<file path="src/fpsc_pkg.sv">
// constants and types for the power and security command block
package fpsc_pkg;
	localparam int CLK_MHZ       = 50;
	localparam int PDN_ENTRY_NS  = 3000;
	localparam int PDN_ENTRY_CYC = (PDN_ENTRY_NS * CLK_MHZ + 999) / 1000;

	localparam logic [7:0] OPC_DEEP_PD     = 8'hA1;
	localparam logic [7:0] OPC_WAKE        = 8'hA2;
	localparam logic [7:0] OPC_ENTER_OTP   = 8'hA3;
	localparam logic [7:0] OPC_EXIT_OTP    = 8'hA4;
	localparam logic [7:0] OPC_READ_FLAGS  = 8'hA5;
	localparam logic [7:0] OPC_WRITE_FLAGS = 8'hA6;
	localparam logic [7:0] OPC_WRITE_EN    = 8'hA7;
	localparam logic [7:0] OPC_PROT_SEL    = 8'hA8;

	localparam int BIT_PROT_MODE  = 7;
	localparam int BIT_ERASE_FAIL = 6;
	localparam int BIT_PROG_FAIL  = 5;
	localparam int BIT_RSVD       = 4;
	localparam int BIT_ERASE_SUSP = 3;
	localparam int BIT_PROG_SUSP  = 2;
	localparam int BIT_LOCKDOWN   = 1;
	localparam int BIT_FACTORY    = 0;
	localparam logic [7:0] FLAGS_RESET = 8'h00;

	localparam logic [3:0] BYTE_BITS   = 4'h8;
	localparam logic [3:0] CNT_MAX     = 4'hC;
	localparam logic [3:0] SERIAL_STEP = 4'h1;
	localparam logic [3:0] QUAD_STEP   = 4'h4;
	localparam logic [2:0] OUT_START   = 3'h7;
	localparam logic [2:0] NIBBLE_FLIP = 3'h4;
	localparam logic [3:0] OE_SERIAL   = 4'h2;
	localparam logic [3:0] OE_QUAD     = 4'hF;

	typedef enum logic [1:0] {
		PD_STANDBY = 2'b00,
		PD_ENTRY   = 2'b01,
		PD_DEEP    = 2'b11
	} fpsc_pd_type;

	typedef struct packed {
		logic eraseFail;
		logic eraseOk;
		logic progFail;
		logic progOk;
		logic eraseSusp;
		logic eraseResume;
		logic progSusp;
		logic progResume;
	} fpsc_event_type;

	typedef struct packed {
		logic deepPd;
		logic otpMode;
		logic otpWritable;
		logic mainArrayEn;
		logic sectorCmdEn;
		logic writeProtect;
		logic write_enable_latch;
	} fpsc_status_type;
endpackage

</file>
<file path="src/fpsc_cmd.sv">
// power-down, secured otp and security flag command handling
`timescale 1ns/1ps
module fpsc_cmd (
	input  wire logic                     clk,
	input  wire logic                     rst_n,
	input  wire logic                     csPin_n,
	input  wire logic                     sclkPin,
	input  wire logic [3:0]               sioPin,
	output logic      [3:0]               sioOut,
	output logic      [3:0]               sioOe,
	input  wire logic                     quadMode,
	input  wire fpsc_pkg::fpsc_event_type ev,
	input  wire logic                     factoryLockStrap,
	input  wire logic                     lockdownStrap,
	input  wire logic                     protModeStrap,
	input  wire logic [3:0]               bpBits,
	input  wire logic                     bpTargetHit,
	input  wire logic                     sectorTargetHit,
	input  wire logic                     sectorUnlockAll,
	output fpsc_pkg::fpsc_status_type     mode,
	output logic      [7:0]               secFlags
);
	import fpsc_pkg::*;

	localparam int ENTRY_WAIT = PDN_ENTRY_CYC;

	logic [2:0]      sclkSync;
	logic [2:0]      csSync;
	logic [3:0]      sioSync0;
	logic [3:0]      sioSync1;
	logic            sclkRise;
	logic            sclkFall;
	logic            csRise;
	logic            csHigh;
	logic [3:0]      bitCnt;
	logic [3:0]      next_bitCnt;
	logic [7:0]      opcode;
	logic [7:0]      next_opcode;
	logic            reading;
	logic            next_reading;
	logic [2:0]      outPos;
	logic [2:0]      next_outPos;
	logic [3:0]      next_sioOut;
	logic [3:0]      next_sioOe;
	fpsc_pd_type     pdState;
	fpsc_pd_type     next_pdState;
	logic [15:0]     pdCnt;
	logic [15:0]     next_pdCnt;
	logic [7:0]      next_secFlags;
	logic            loadNv;
	logic            sectorLockAll;
	logic            next_sectorLockAll;
	fpsc_status_type next_mode;
	logic            cmdDone;
	logic            active;

	// pin synchronisers, third stage for edges
	always_ff @(posedge clk) begin
		if (!rst_n) begin
			sclkSync <= 3'h0;
			csSync   <= 3'h7;
			sioSync0 <= 4'h0;
			sioSync1 <= 4'h0;
		end else begin
			sclkSync <= {sclkSync[1:0], sclkPin};
			csSync   <= {csSync[1:0], csPin_n};
			sioSync0 <= sioPin;
			sioSync1 <= sioSync0;
		end
	end

	assign sclkRise = sclkSync[1] & ~sclkSync[2];
	assign sclkFall = ~sclkSync[1] & sclkSync[2];
	assign csRise   = csSync[1] & ~csSync[2];
	assign csHigh   = csSync[1];
	// exactly one opcode byte before deselect
	assign cmdDone  = csRise && (bitCnt == BYTE_BITS);
	assign active   = (pdState == PD_STANDBY);

	always_comb begin
		next_bitCnt        = bitCnt;
		next_opcode        = opcode;
		next_reading       = reading;
		next_outPos        = outPos;
		next_sioOut        = sioOut;
		next_sioOe         = sioOe;
		next_pdState       = pdState;
		next_pdCnt         = pdCnt;
		next_secFlags      = secFlags;
		next_sectorLockAll = sectorLockAll & ~sectorUnlockAll;
		next_mode          = mode;
		if (csHigh) begin
			next_bitCnt  = 4'h0;
			next_reading = 1'b0;
			next_sioOe   = 4'h0;
		end else if (sclkRise) begin
			// serial one bit, quad one nibble per clock
			if (bitCnt < BYTE_BITS) begin
				if (quadMode) begin
					next_opcode = {opcode[3:0], sioSync1};
				end else begin
					next_opcode = {opcode[6:0], sioSync1[0]};
				end
			end
			if (bitCnt < CNT_MAX) begin
				next_bitCnt = bitCnt + (quadMode ? QUAD_STEP : SERIAL_STEP);
			end
			// flag read starts only in standby, not in entry or deep power-down
			if (active && (next_bitCnt == BYTE_BITS) && (bitCnt != BYTE_BITS)
					&& (next_opcode == OPC_READ_FLAGS)) begin
				next_reading = 1'b1;
				next_outPos  = OUT_START;
			end
		end else if (sclkFall && reading) begin
			// flag byte repeats msb first until deselect
			if (quadMode) begin
				next_sioOut = outPos[2] ? secFlags[7:4] : secFlags[3:0];
				next_sioOe  = OE_QUAD;
				next_outPos = outPos ^ NIBBLE_FLIP;
			end else begin
				next_sioOut = {2'b00, secFlags[outPos], 1'b0};
				next_sioOe  = OE_SERIAL;
				next_outPos = outPos - 3'h1;
			end
		end
		case (pdState)
			PD_STANDBY: begin
				if (cmdDone) begin
					case (opcode)
						OPC_DEEP_PD: begin
							next_pdState = PD_ENTRY;
							next_pdCnt   = 16'(PDN_ENTRY_CYC - 1);
						end
						// otp mode entered, main array hidden
						OPC_ENTER_OTP: next_mode.otpMode = 1'b1;
						OPC_EXIT_OTP: next_mode.otpMode = 1'b0;
						OPC_WRITE_EN: next_mode.write_enable_latch = 1'b1;
						OPC_WRITE_FLAGS: begin
							if (mode.write_enable_latch) begin
								next_secFlags[BIT_LOCKDOWN] = 1'b1;
								next_mode.write_enable_latch               = 1'b0;
							end
						end
						OPC_PROT_SEL: begin
							// mode bit only ever goes to one
							if (mode.write_enable_latch) begin
								next_secFlags[BIT_PROT_MODE] = 1'b1;
								next_mode.write_enable_latch                = 1'b0;
							end
						end
						default: next_mode = mode;
					endcase
				end
			end
			PD_ENTRY: begin
				if (pdCnt == 16'h0) begin
					next_pdState = PD_DEEP;
				end else begin
					next_pdCnt = pdCnt - 16'h1;
				end
			end
			PD_DEEP: begin
				if (cmdDone && (opcode == OPC_WAKE)) begin
					next_pdState = PD_STANDBY;
				end
			end
			default: next_pdState = PD_STANDBY;
		endcase
		// erase fail, set wins over clear
		if (ev.eraseFail) begin
			next_secFlags[BIT_ERASE_FAIL] = 1'b1;
		end else if (ev.eraseOk) begin
			next_secFlags[BIT_ERASE_FAIL] = 1'b0;
		end
		// program fail, set wins over clear
		if (ev.progFail) begin
			next_secFlags[BIT_PROG_FAIL] = 1'b1;
		end else if (ev.progOk) begin
			next_secFlags[BIT_PROG_FAIL] = 1'b0;
		end
		if (ev.eraseSusp) begin
			next_secFlags[BIT_ERASE_SUSP] = 1'b1;
		end else if (ev.eraseResume) begin
			next_secFlags[BIT_ERASE_SUSP] = 1'b0;
		end
		if (ev.progSusp) begin
			next_secFlags[BIT_PROG_SUSP] = 1'b1;
		end else if (ev.progResume) begin
			next_secFlags[BIT_PROG_SUSP] = 1'b0;
		end
		// stored bits loaded once after reset
		if (loadNv) begin
			next_secFlags[BIT_FACTORY]   = factoryLockStrap;
			next_secFlags[BIT_LOCKDOWN]  = lockdownStrap;
			next_secFlags[BIT_PROT_MODE] = protModeStrap;
		end
		next_secFlags[BIT_RSVD] = 1'b0;
		next_mode.deepPd      = (next_pdState == PD_DEEP);
		// otp routing, writes only if not locked
		next_mode.otpWritable = next_mode.otpMode & ~next_secFlags[BIT_LOCKDOWN];
		next_mode.mainArrayEn = ~next_mode.otpMode & (next_pdState == PD_STANDBY);
		// sector commands only in mode one
		next_mode.sectorCmdEn = next_secFlags[BIT_PROT_MODE];
		// one protection scheme at a time
		if (next_secFlags[BIT_PROT_MODE]) begin
			next_mode.writeProtect = next_sectorLockAll | sectorTargetHit;
		end else begin
			next_mode.writeProtect = (bpBits != 4'h0) & bpTargetHit;
		end
	end

	always_ff @(posedge clk) begin
		if (!rst_n) begin
			bitCnt        <= 4'h0;
			opcode        <= 8'h00;
			reading       <= 1'b0;
			outPos        <= OUT_START;
			sioOut        <= 4'h0;
			sioOe         <= 4'h0;
			pdState       <= PD_STANDBY;
			pdCnt         <= 16'h0;
			secFlags      <= FLAGS_RESET;
			loadNv        <= 1'b1;
			sectorLockAll <= 1'b1;
			mode          <= '0;
		end else begin
			bitCnt        <= next_bitCnt;
			opcode        <= next_opcode;
			reading       <= next_reading;
			outPos        <= next_outPos;
			sioOut        <= next_sioOut;
			sioOe         <= next_sioOe;
			pdState       <= next_pdState;
			pdCnt         <= next_pdCnt;
			secFlags      <= next_secFlags;
			loadNv        <= 1'b0;
			sectorLockAll <= next_sectorLockAll;
			mode          <= next_mode;
		end
	end

	property p_entry_delay;
		@(posedge clk) disable iff (!rst_n)
		$rose(pdState == PD_ENTRY) |-> ##ENTRY_WAIT (pdState == PD_DEEP);
	endproperty
	a_entry_delay: assert property (p_entry_delay) else $error("deep entry delay wrong");

	property p_deep_ignores;
		@(posedge clk) disable iff (!rst_n)
		(pdState == PD_DEEP) |=> $stable(mode.otpMode) && $stable(secFlags[BIT_LOCKDOWN]);
	endproperty
	a_deep_ignores: assert property (p_deep_ignores) else $error("command acted in deep");

	property p_wake;
		@(posedge clk) disable iff (!rst_n)
		(pdState == PD_DEEP) && cmdDone && (opcode == OPC_WAKE) |=> (pdState == PD_STANDBY) && !mode.deepPd;
	endproperty
	a_wake: assert property (p_wake) else $error("wake not taken");

	property p_off_boundary;
		@(posedge clk) disable iff (!rst_n)
		csRise && (bitCnt != BYTE_BITS) && (pdState != PD_ENTRY)
			|=> $stable(mode.otpMode) && $stable(pdState) && $stable(secFlags[BIT_LOCKDOWN]);
	endproperty
	a_off_boundary: assert property (p_off_boundary) else $error("off-boundary command ran");

	property p_need_wel;
		@(posedge clk) disable iff (!rst_n)
		cmdDone && !mode.write_enable_latch && !loadNv |=> $stable(secFlags[BIT_LOCKDOWN]) && $stable(secFlags[BIT_PROT_MODE]);
	endproperty
	a_need_wel: assert property (p_need_wel) else $error("flag changed without latch");

	property p_locked_otp;
		@(posedge clk) disable iff (!rst_n)
		secFlags[BIT_LOCKDOWN] && !loadNv |=> secFlags[BIT_LOCKDOWN] && !mode.otpWritable;
	endproperty
	a_locked_otp: assert property (p_locked_otp) else $error("locked otp writable");

	property p_prot_sticky;
		@(posedge clk) disable iff (!rst_n)
		secFlags[BIT_PROT_MODE] && !loadNv |=> secFlags[BIT_PROT_MODE] ##1 mode.sectorCmdEn;
	endproperty
	a_prot_sticky: assert property (p_prot_sticky) else $error("mode bit returned");

	property p_read_drive;
		@(posedge clk) disable iff (!rst_n)
		reading && sclkFall && !csHigh && !quadMode |=> sioOe[1] && (sioOut[1] == secFlags[$past(outPos)]);
	endproperty
	a_read_drive: assert property (p_read_drive) else $error("flag bit not driven");

	property p_erase_fail;
		@(posedge clk) disable iff (!rst_n)
		ev.eraseFail |=> secFlags[BIT_ERASE_FAIL];
	endproperty
	a_erase_fail: assert property (p_erase_fail) else $error("erase fail lost");

	property p_rsvd_zero;
		@(posedge clk) disable iff (!rst_n)
		!secFlags[BIT_RSVD];
	endproperty
	a_rsvd_zero: assert property (p_rsvd_zero) else $error("reserved bit set");
endmodule

</file>
<file path="config.mk">
export PLATFORM = sky130hd
export DESIGN_NAME = fpsc_cmd
export DESIGN_NICKNAME = d
export VERILOG_FILES = /design/src/fpsc_pkg.sv /design/src/fpsc_cmd.sv
export SDC_FILE = /design/constraint.sdc
export NUM_CORES = 1
export LEC_CHECK = 0
export CORE_MARGIN = 3
export CORE_UTILIZATION = 50
export CTS_CLUSTER_DIAMETER = 60
export DETAILED_ROUTE_END_ITERATION = 6
export DONT_BUFFER_PORTS = 1
export SLEW_MARGIN = 0
export SYNTH_ARGS = -nofsm -noshare
export SYNTH_HDL_FRONTEND = slang
export SYNTH_SLANG_ARGS = --single-unit
export TNS_END_PERCENT = 5
</file>
<file path="constraint.sdc">
create_clock -name clk -period 3.08 [get_ports clk]
set_input_delay 0.308 -clock clk [delete_from_list [all_inputs] [get_ports clk]]
set_output_delay 0.308 -clock clk [all_outputs]
set_load 0.01 [all_outputs]
</file>
# --- Yosys cells after proc, flatten, opt, wreduce, memory -nomap -nowiden ---
# Cells that the tools add are included.
word_totals:
  ff_bits: 73
  in_bits: 27
  wordCells: 149
op_classes:
  addsub: 3
  order_cmp: 3
  eq_ne: 19
  mux: 50
  bitwise_logic: 18
  reduce_logical: 27
ops:
  columns: ["op", "n"]
  rows:
  - ["$eq 8x8->1 const B", 8]
  - ["$mux 16", 3]
  - ["$mux 8", 4]
  - ["$pmux 16 s2", 1]
  - ["$mux 4", 6]
  - ["$mux 1", 20]
  - ["$logic_not 16->1", 1]
  - ["$sub 16x1->16 const B", 1]
  - ["$mux 3", 5]
  - ["$reduce_bool 2->1", 7]
  - ["$mux 6", 2]
  - ["$mux 2", 5]
  - ["$not 1->1", 10]
  - ["$reduce_and 3->1", 3]
  - ["$eq 4x4->1 const B", 2]
  - ["$lt 4x4->1 const B", 2]
  - ["$reduce_and 4->1", 2]
  - ["$and 1x1->1", 7]
  - ["$logic_and 1x1->1", 6]
  - ["$ne 2x1->1 const B", 3]
  - ["$pmux 2 s3", 1]
  - ["$reduce_and 2->1", 3]
  - ["$add 4x3->4", 1]
  - ["$eq 2x2->1 const B", 2]
  - ["other kinds (11)", 15]

# --- Logic depth before layout (Yosys ltp) ---
depth:
  word_depth: 11
  depth_mapped: 11
  ltp_nobuf: 9

# --- Least setup slack after synthesis ---
# Ideal clock, no wire load.
synth_timing:
  path_type: "input port to flip-flop"
  start: "input port quadMode"
  end: "register outPos[0]"
  setup_ns: 0.059
  arrival_time_ns: 2.229
  setup_slack_ns: 0.792
  path_stages: 10
  n_path_buf: 2
  path_cell_list: "buf_4 -> buf_2 -> inv_1 -> ha_1 -> a31oi_1 -> mux2i_1 -> or4b_1 -> nor3_2 -> o221a_2 -> o31a_1"
synth_via:
  elab_chain_len: 11
  word_cells_on_any_way: 17
  classes_between: "add/sub (1); eq/ne (4); mux (8); reduce/logical (4)"
synth_lines:
  columns: ["element", "line", "text"]
  rows:
  - ["from (decl)", "fpsc_cmd.sv:11", "input wire logic quadMode,"]
  - ["$mux 3", "fpsc_cmd.sv:106", "next_bitCnt = bitCnt + (quadMode ? QUAD_STEP : SERIAL_STEP);"]
  - ["$add 4x3->4", "fpsc_cmd.sv:106", null]
  - ["$mux 4", "fpsc_cmd.sv:105", "if (bitCnt < CNT_MAX) begin"]
  - ["$mux 4", "fpsc_cmd.sv:96", "end else if (sclkRise) begin"]
  - ["$mux 4", "fpsc_cmd.sv:92", "if (csHigh) begin"]
  - ["$eq 4x4->1", "fpsc_cmd.sv:109", "if (active && (next_bitCnt == BYTE_BITS) && (bitCnt != BYTE_BITS)"]
  - ["$logic_and 1x1->1 (2 in series)", "fpsc_cmd.sv:109", null]
  - ["$logic_and 1x1->1", "fpsc_cmd.sv:110", "&& (next_opcode == OPC_READ_FLAGS)) begin"]
  - ["$ne 2x1->1 (no line)", null, null]
  - ["$reduce_and 4->1 (no line) *", null, null]
  - ["to (signal assigned)", "fpsc_cmd.sv:230", "outPos <= next_outPos;"]
  - ["to (decl)", "fpsc_cmd.sv:41", "logic [2:0] outPos;"]
# Mark *: on every way between the ends. The rest lies on a longest branch, timed or not. The select of a mux whose other input is x is not followed.
# A chain may end at the register's enable or synchronous reset.

# --- Final worst setup path ---
layout_timing:
  start: "register bitCnt[3]"
  end: "register pdCnt[7]"
layout_via:
  elab_chain_len: 4
layout_lines:
  columns: ["element", "line", "text"]
  rows:
  - ["from (decl)", "fpsc_cmd.sv:35", "logic [3:0] bitCnt;"]
  - ["from (signal assigned)", "fpsc_cmd.sv:227", "bitCnt <= next_bitCnt;"]
  - ["$eq 4x4->1", "fpsc_cmd.sv:77", "assign cmdDone = csRise && (bitCnt == BYTE_BITS);"]
  - ["$logic_and 1x1->1", "fpsc_cmd.sv:77", null]
  - ["$ne 2x2->1 (no line)", null, null]
  - ["$reduce_and 4->1 (no line)", null, null]
  - ["to (signal assigned)", "fpsc_cmd.sv:234", "pdCnt <= next_pdCnt;"]
  - ["to (decl)", "fpsc_cmd.sv:47", "logic [15:0] pdCnt;"]
# No other way between the ends.

==> flow_metrics.py <==
metrics = {
    "placed_design": {
        "gp_routability_congestion": 0.842,
        "place.port_buffers": 0,
        "dp_hpwl_mm": 4.64,
    },
    "clocking": {
        "clk_transition_reported_paths_ns": 0.08,
        "clock-root-buffer": "clkbuf_8",
        "clock_insertion_delay_worst_skew_ns": 0.34,
        "clock_tree.buffer_depth": 2,
        "clock_sink_count": 69,
        "cts_resized": 0,
        "tritoncts": "built",
        "post-cts-setup-buffer-count": 0,
        "cts_buffers": 9,
        "cts_hold_repair.buffers": 0,
        "clock_h_tree_levels": 3,
    },
    "routing": {
        "postRouteAntennaNets": 0,
        "initialDrtViolationCount": 195,
        "pre_antenna_drt_iters": 4,
        "route.detailed.drc": 0,
        "route.detailed.wl_per_inst_um": 15.0,
        "overall_via_count_from_detail_route": 2427,
        "drt_wl_total_mm": 6.51,
        "drt-vias-per-instance": 5.59,
    },
    "sta": {
        "finalCritPeriodShare_pct": 79.8,
        "report.final.hold_viol_count": 0,
        "clock_skew_ns": 0.00994,
        "drv_slew": 0,
        "slew_headroom_pct": 31.3,
        "finalWorstPathRequiredPeriod_ns": 2.46,
        "setup_viol": 0,
        "rsz0062_at_grt": "false",
        "max_frequency_ghz": 0.407,
        "worst_slew_pin_slew_ns": 1.03,
        "final.setup.tns_ns": 0,
    },
    "worst_setup_path": {
        "crit_path_max_fanout": 22,
        "cp-start-kind": "flip-flop",
        "worst_setup_path_end_kind": "flip-flop",
        "arrival_ns": 2.64,
        "regToRegStartpoint": "bitCnt[3]",
        "setup.worst_path.class": "reg2reg",
        "setup.worst_path.start": "bitCnt[3]",
        "required_time_of_the_critical_path_ns": 3.26,
    },
    "floorplan": {
        "die_x_um": 85.4,
        "fp.dieArea_um2": 7300,
        "placementRows": 28,
        "design.portCount": 50,
        "design.core.area_um2": 6030,
        "initial_core_util_pct": 52.4,
        "floorplan.die.height_um": 85.4,
    },
    "grt": {
        "grt_pass1_vias": 2299,
        "grt_max_degree": 34,
        "global_route.overflow_total": 0,
        "number_of_antenna_violations_at_the_first_check_in_global_routing": 0,
        "grt_first_pass_wirelength_mm": 11.4,
        "gr_util_all_layers_pct": 19.5,
    },
    "final_layout": {
        "antenna_cells_inserted": 0,
        "commonest_non_fill_non_tap_cells_in_the_layout": "dfxtp_1 (69), nor2_1 (42), nand2_1 (30)",
        "num-nets-final": 387,
        "drive_above_1_share_pct": 8.08,
        "layout.cells.most_common": "dfxtp_1",
        "layout.core_utilization_pct": 55.7,
        "areaGrowthSynthToFinish_pct": 6.42,
    },
    "job": {
        "cap_violations": 0,
    },
    "synth": {
        "synth_sequential_area_ratio_pct": 43.8,
        "postSynthRegisterBits": 69,
        "synth-edff-count": 0,
        "synthesis.nets": 396,
        "post_synth_inst_count": 363,
        "dominant_register_cell_in_the_synthesized_netlist": "dfxtp_1",
        "postSynthAreaPerCell_um2": 8.69,
        "synth-async-reset-ratio_pct": 0,
        "synthDistinctLibCells": 55,
        "post_synthesis_cell_area_um2": 3160,
        "synth-warning-count": 0,
    },
    "hold_path": {
        "hp-class": "in2reg",
        "hold_path.startpoint": "rst_n",
    },
    "outcome": {
        "outcome": "finished, final reports clean",
    },
    "power_and_ir_drop": {
        "vdd_drop_max_v": 0.000289,
        "pwr_density_cell_nw_per_um2": 513,
        "total_leakage_power_nw": 1.32,
    },
}
[critical path, cell delays in order, from the launching register on]
cell	delay [ns]
dfxtp_1	0.74
nand4bb_1	0.23
nor3_1	0.30
a41o_1	0.58
nand4_1	0.19
xor2_1	0.18
a21oi_1	0.08
[power breakdown]
group	total [mW]	leakage, nW	internal [mW]	switching, mW
sequential	0.924	0.562	0.909	0.0152
combinational	0.0483	0.659	0.0202	0.0281
clock	0.750	0.0951	0.400	0.350
total	1.72	1.32	1.33	0.394
[logic make-up (layout without fill, tap and decap cells)]
family / Yosys count / in the layout / synth area share [%]
other: 1 / 1 / 0.119
AOI/OAI and AO/OA: 62 / 62 / 12.2
adders and majority gates: 6 / 6 / 2.38
muxes: 17 / 17 / 5.55
buffers and inverters: 39 / 35 / 5.51
xor gates and xnor gates: 15 / 15 / 4.16
DFF: 69 / 69 / 43.8
and+or+nand+nor: 154 / 154 / 26.3
[sequential cells by signal, summed over array words and instances (netlist names)]
signal         count
pdCnt             16
opcode             8
mode               7
secFlags           6
bitCnt             4
sioOut             4
sioSync0           4
sioSync1           4
csSync             3
outPos             3
sclkSync           3
pdState            2
sioOe              2
loadNv             1
reading            1
sectorLockAll      1
[per-stage QoR]
stage               hold slack [ns]  std cells  cell area (µm²)  power (mW)  worst slack [ns]
detailed placement            0.393        418             3150       0.994             0.660
floorplan                     0.386        363             3160       0.989             0.792
global route                 0.0126        434             3360        1.81             0.349
CTS                          0.0270        434             3360        1.74             0.648
global placement              0.390        418             3150       0.993             0.733
finish                       0.0453        434             3360        1.72             0.621
[metal layers]
metal	GRT usage, %	routed length [µm]	up-vias	share of wire [%]
li1	-	-	1239	-
met1	28.8	3310	1109	51
met2	26.7	2690	75	41
met3	6.41	473	4	7.3
met4	6.04	41	0	0.63
met5	0	0	-	0
[synthesized netlist by cell type, types with 2 or more instances]
cell type  instances  share of area (%)
nand3_1           13                2.1
nor4_1             3               0.59
nor2b_1            6                1.2
nor3b_1            2               0.48
o21ai_0           10                1.6
nand4_1           12                2.4
mux2i_1           13                4.1
buf_4              5                1.2
a41oi_1            2               0.56
a31oi_1            3               0.59
nand2_1           30                3.6
or3_1              3               0.59
and3_1             2               0.40
nor2_1            42                5.0
clkbuf_1           8               0.95
ha_1               6                2.4
nand2b_1           4               0.79
nor3_1             4               0.63
nand3b_1           2               0.48
a21o_1             3               0.71
buf_2              7                1.1
nor4_2             2               0.79
o31a_1             3               0.83
mux2_2             4                1.4
inv_1             18                2.1
a21oi_1           29                4.6
and2_1            17                3.4
xor2_1            15                4.2
dfxtp_1           69                 44
[cell type report]
cell class / count / area, µm²
fillers: 590 / 2670
multi-input cells: 255 / 1600
flip-flops and latches: 69 / 1380
clock buffers: 10 / 138
well taps: 75 / 93.8
clock inverters: 6 / 70.1
inverters: 18 / 67.6
repair buffers: 1 / 7.51
[final timing paths]
kind	to	slack, ns	cells after the start
max reg2reg	pdCnt[7]	0.62	6
min	csSync[1]	0.05	1
max	pdCnt[7]	0.62	6
min reg2reg	csSync[1]	0.41	1
(Power assumes the default switching activity.)
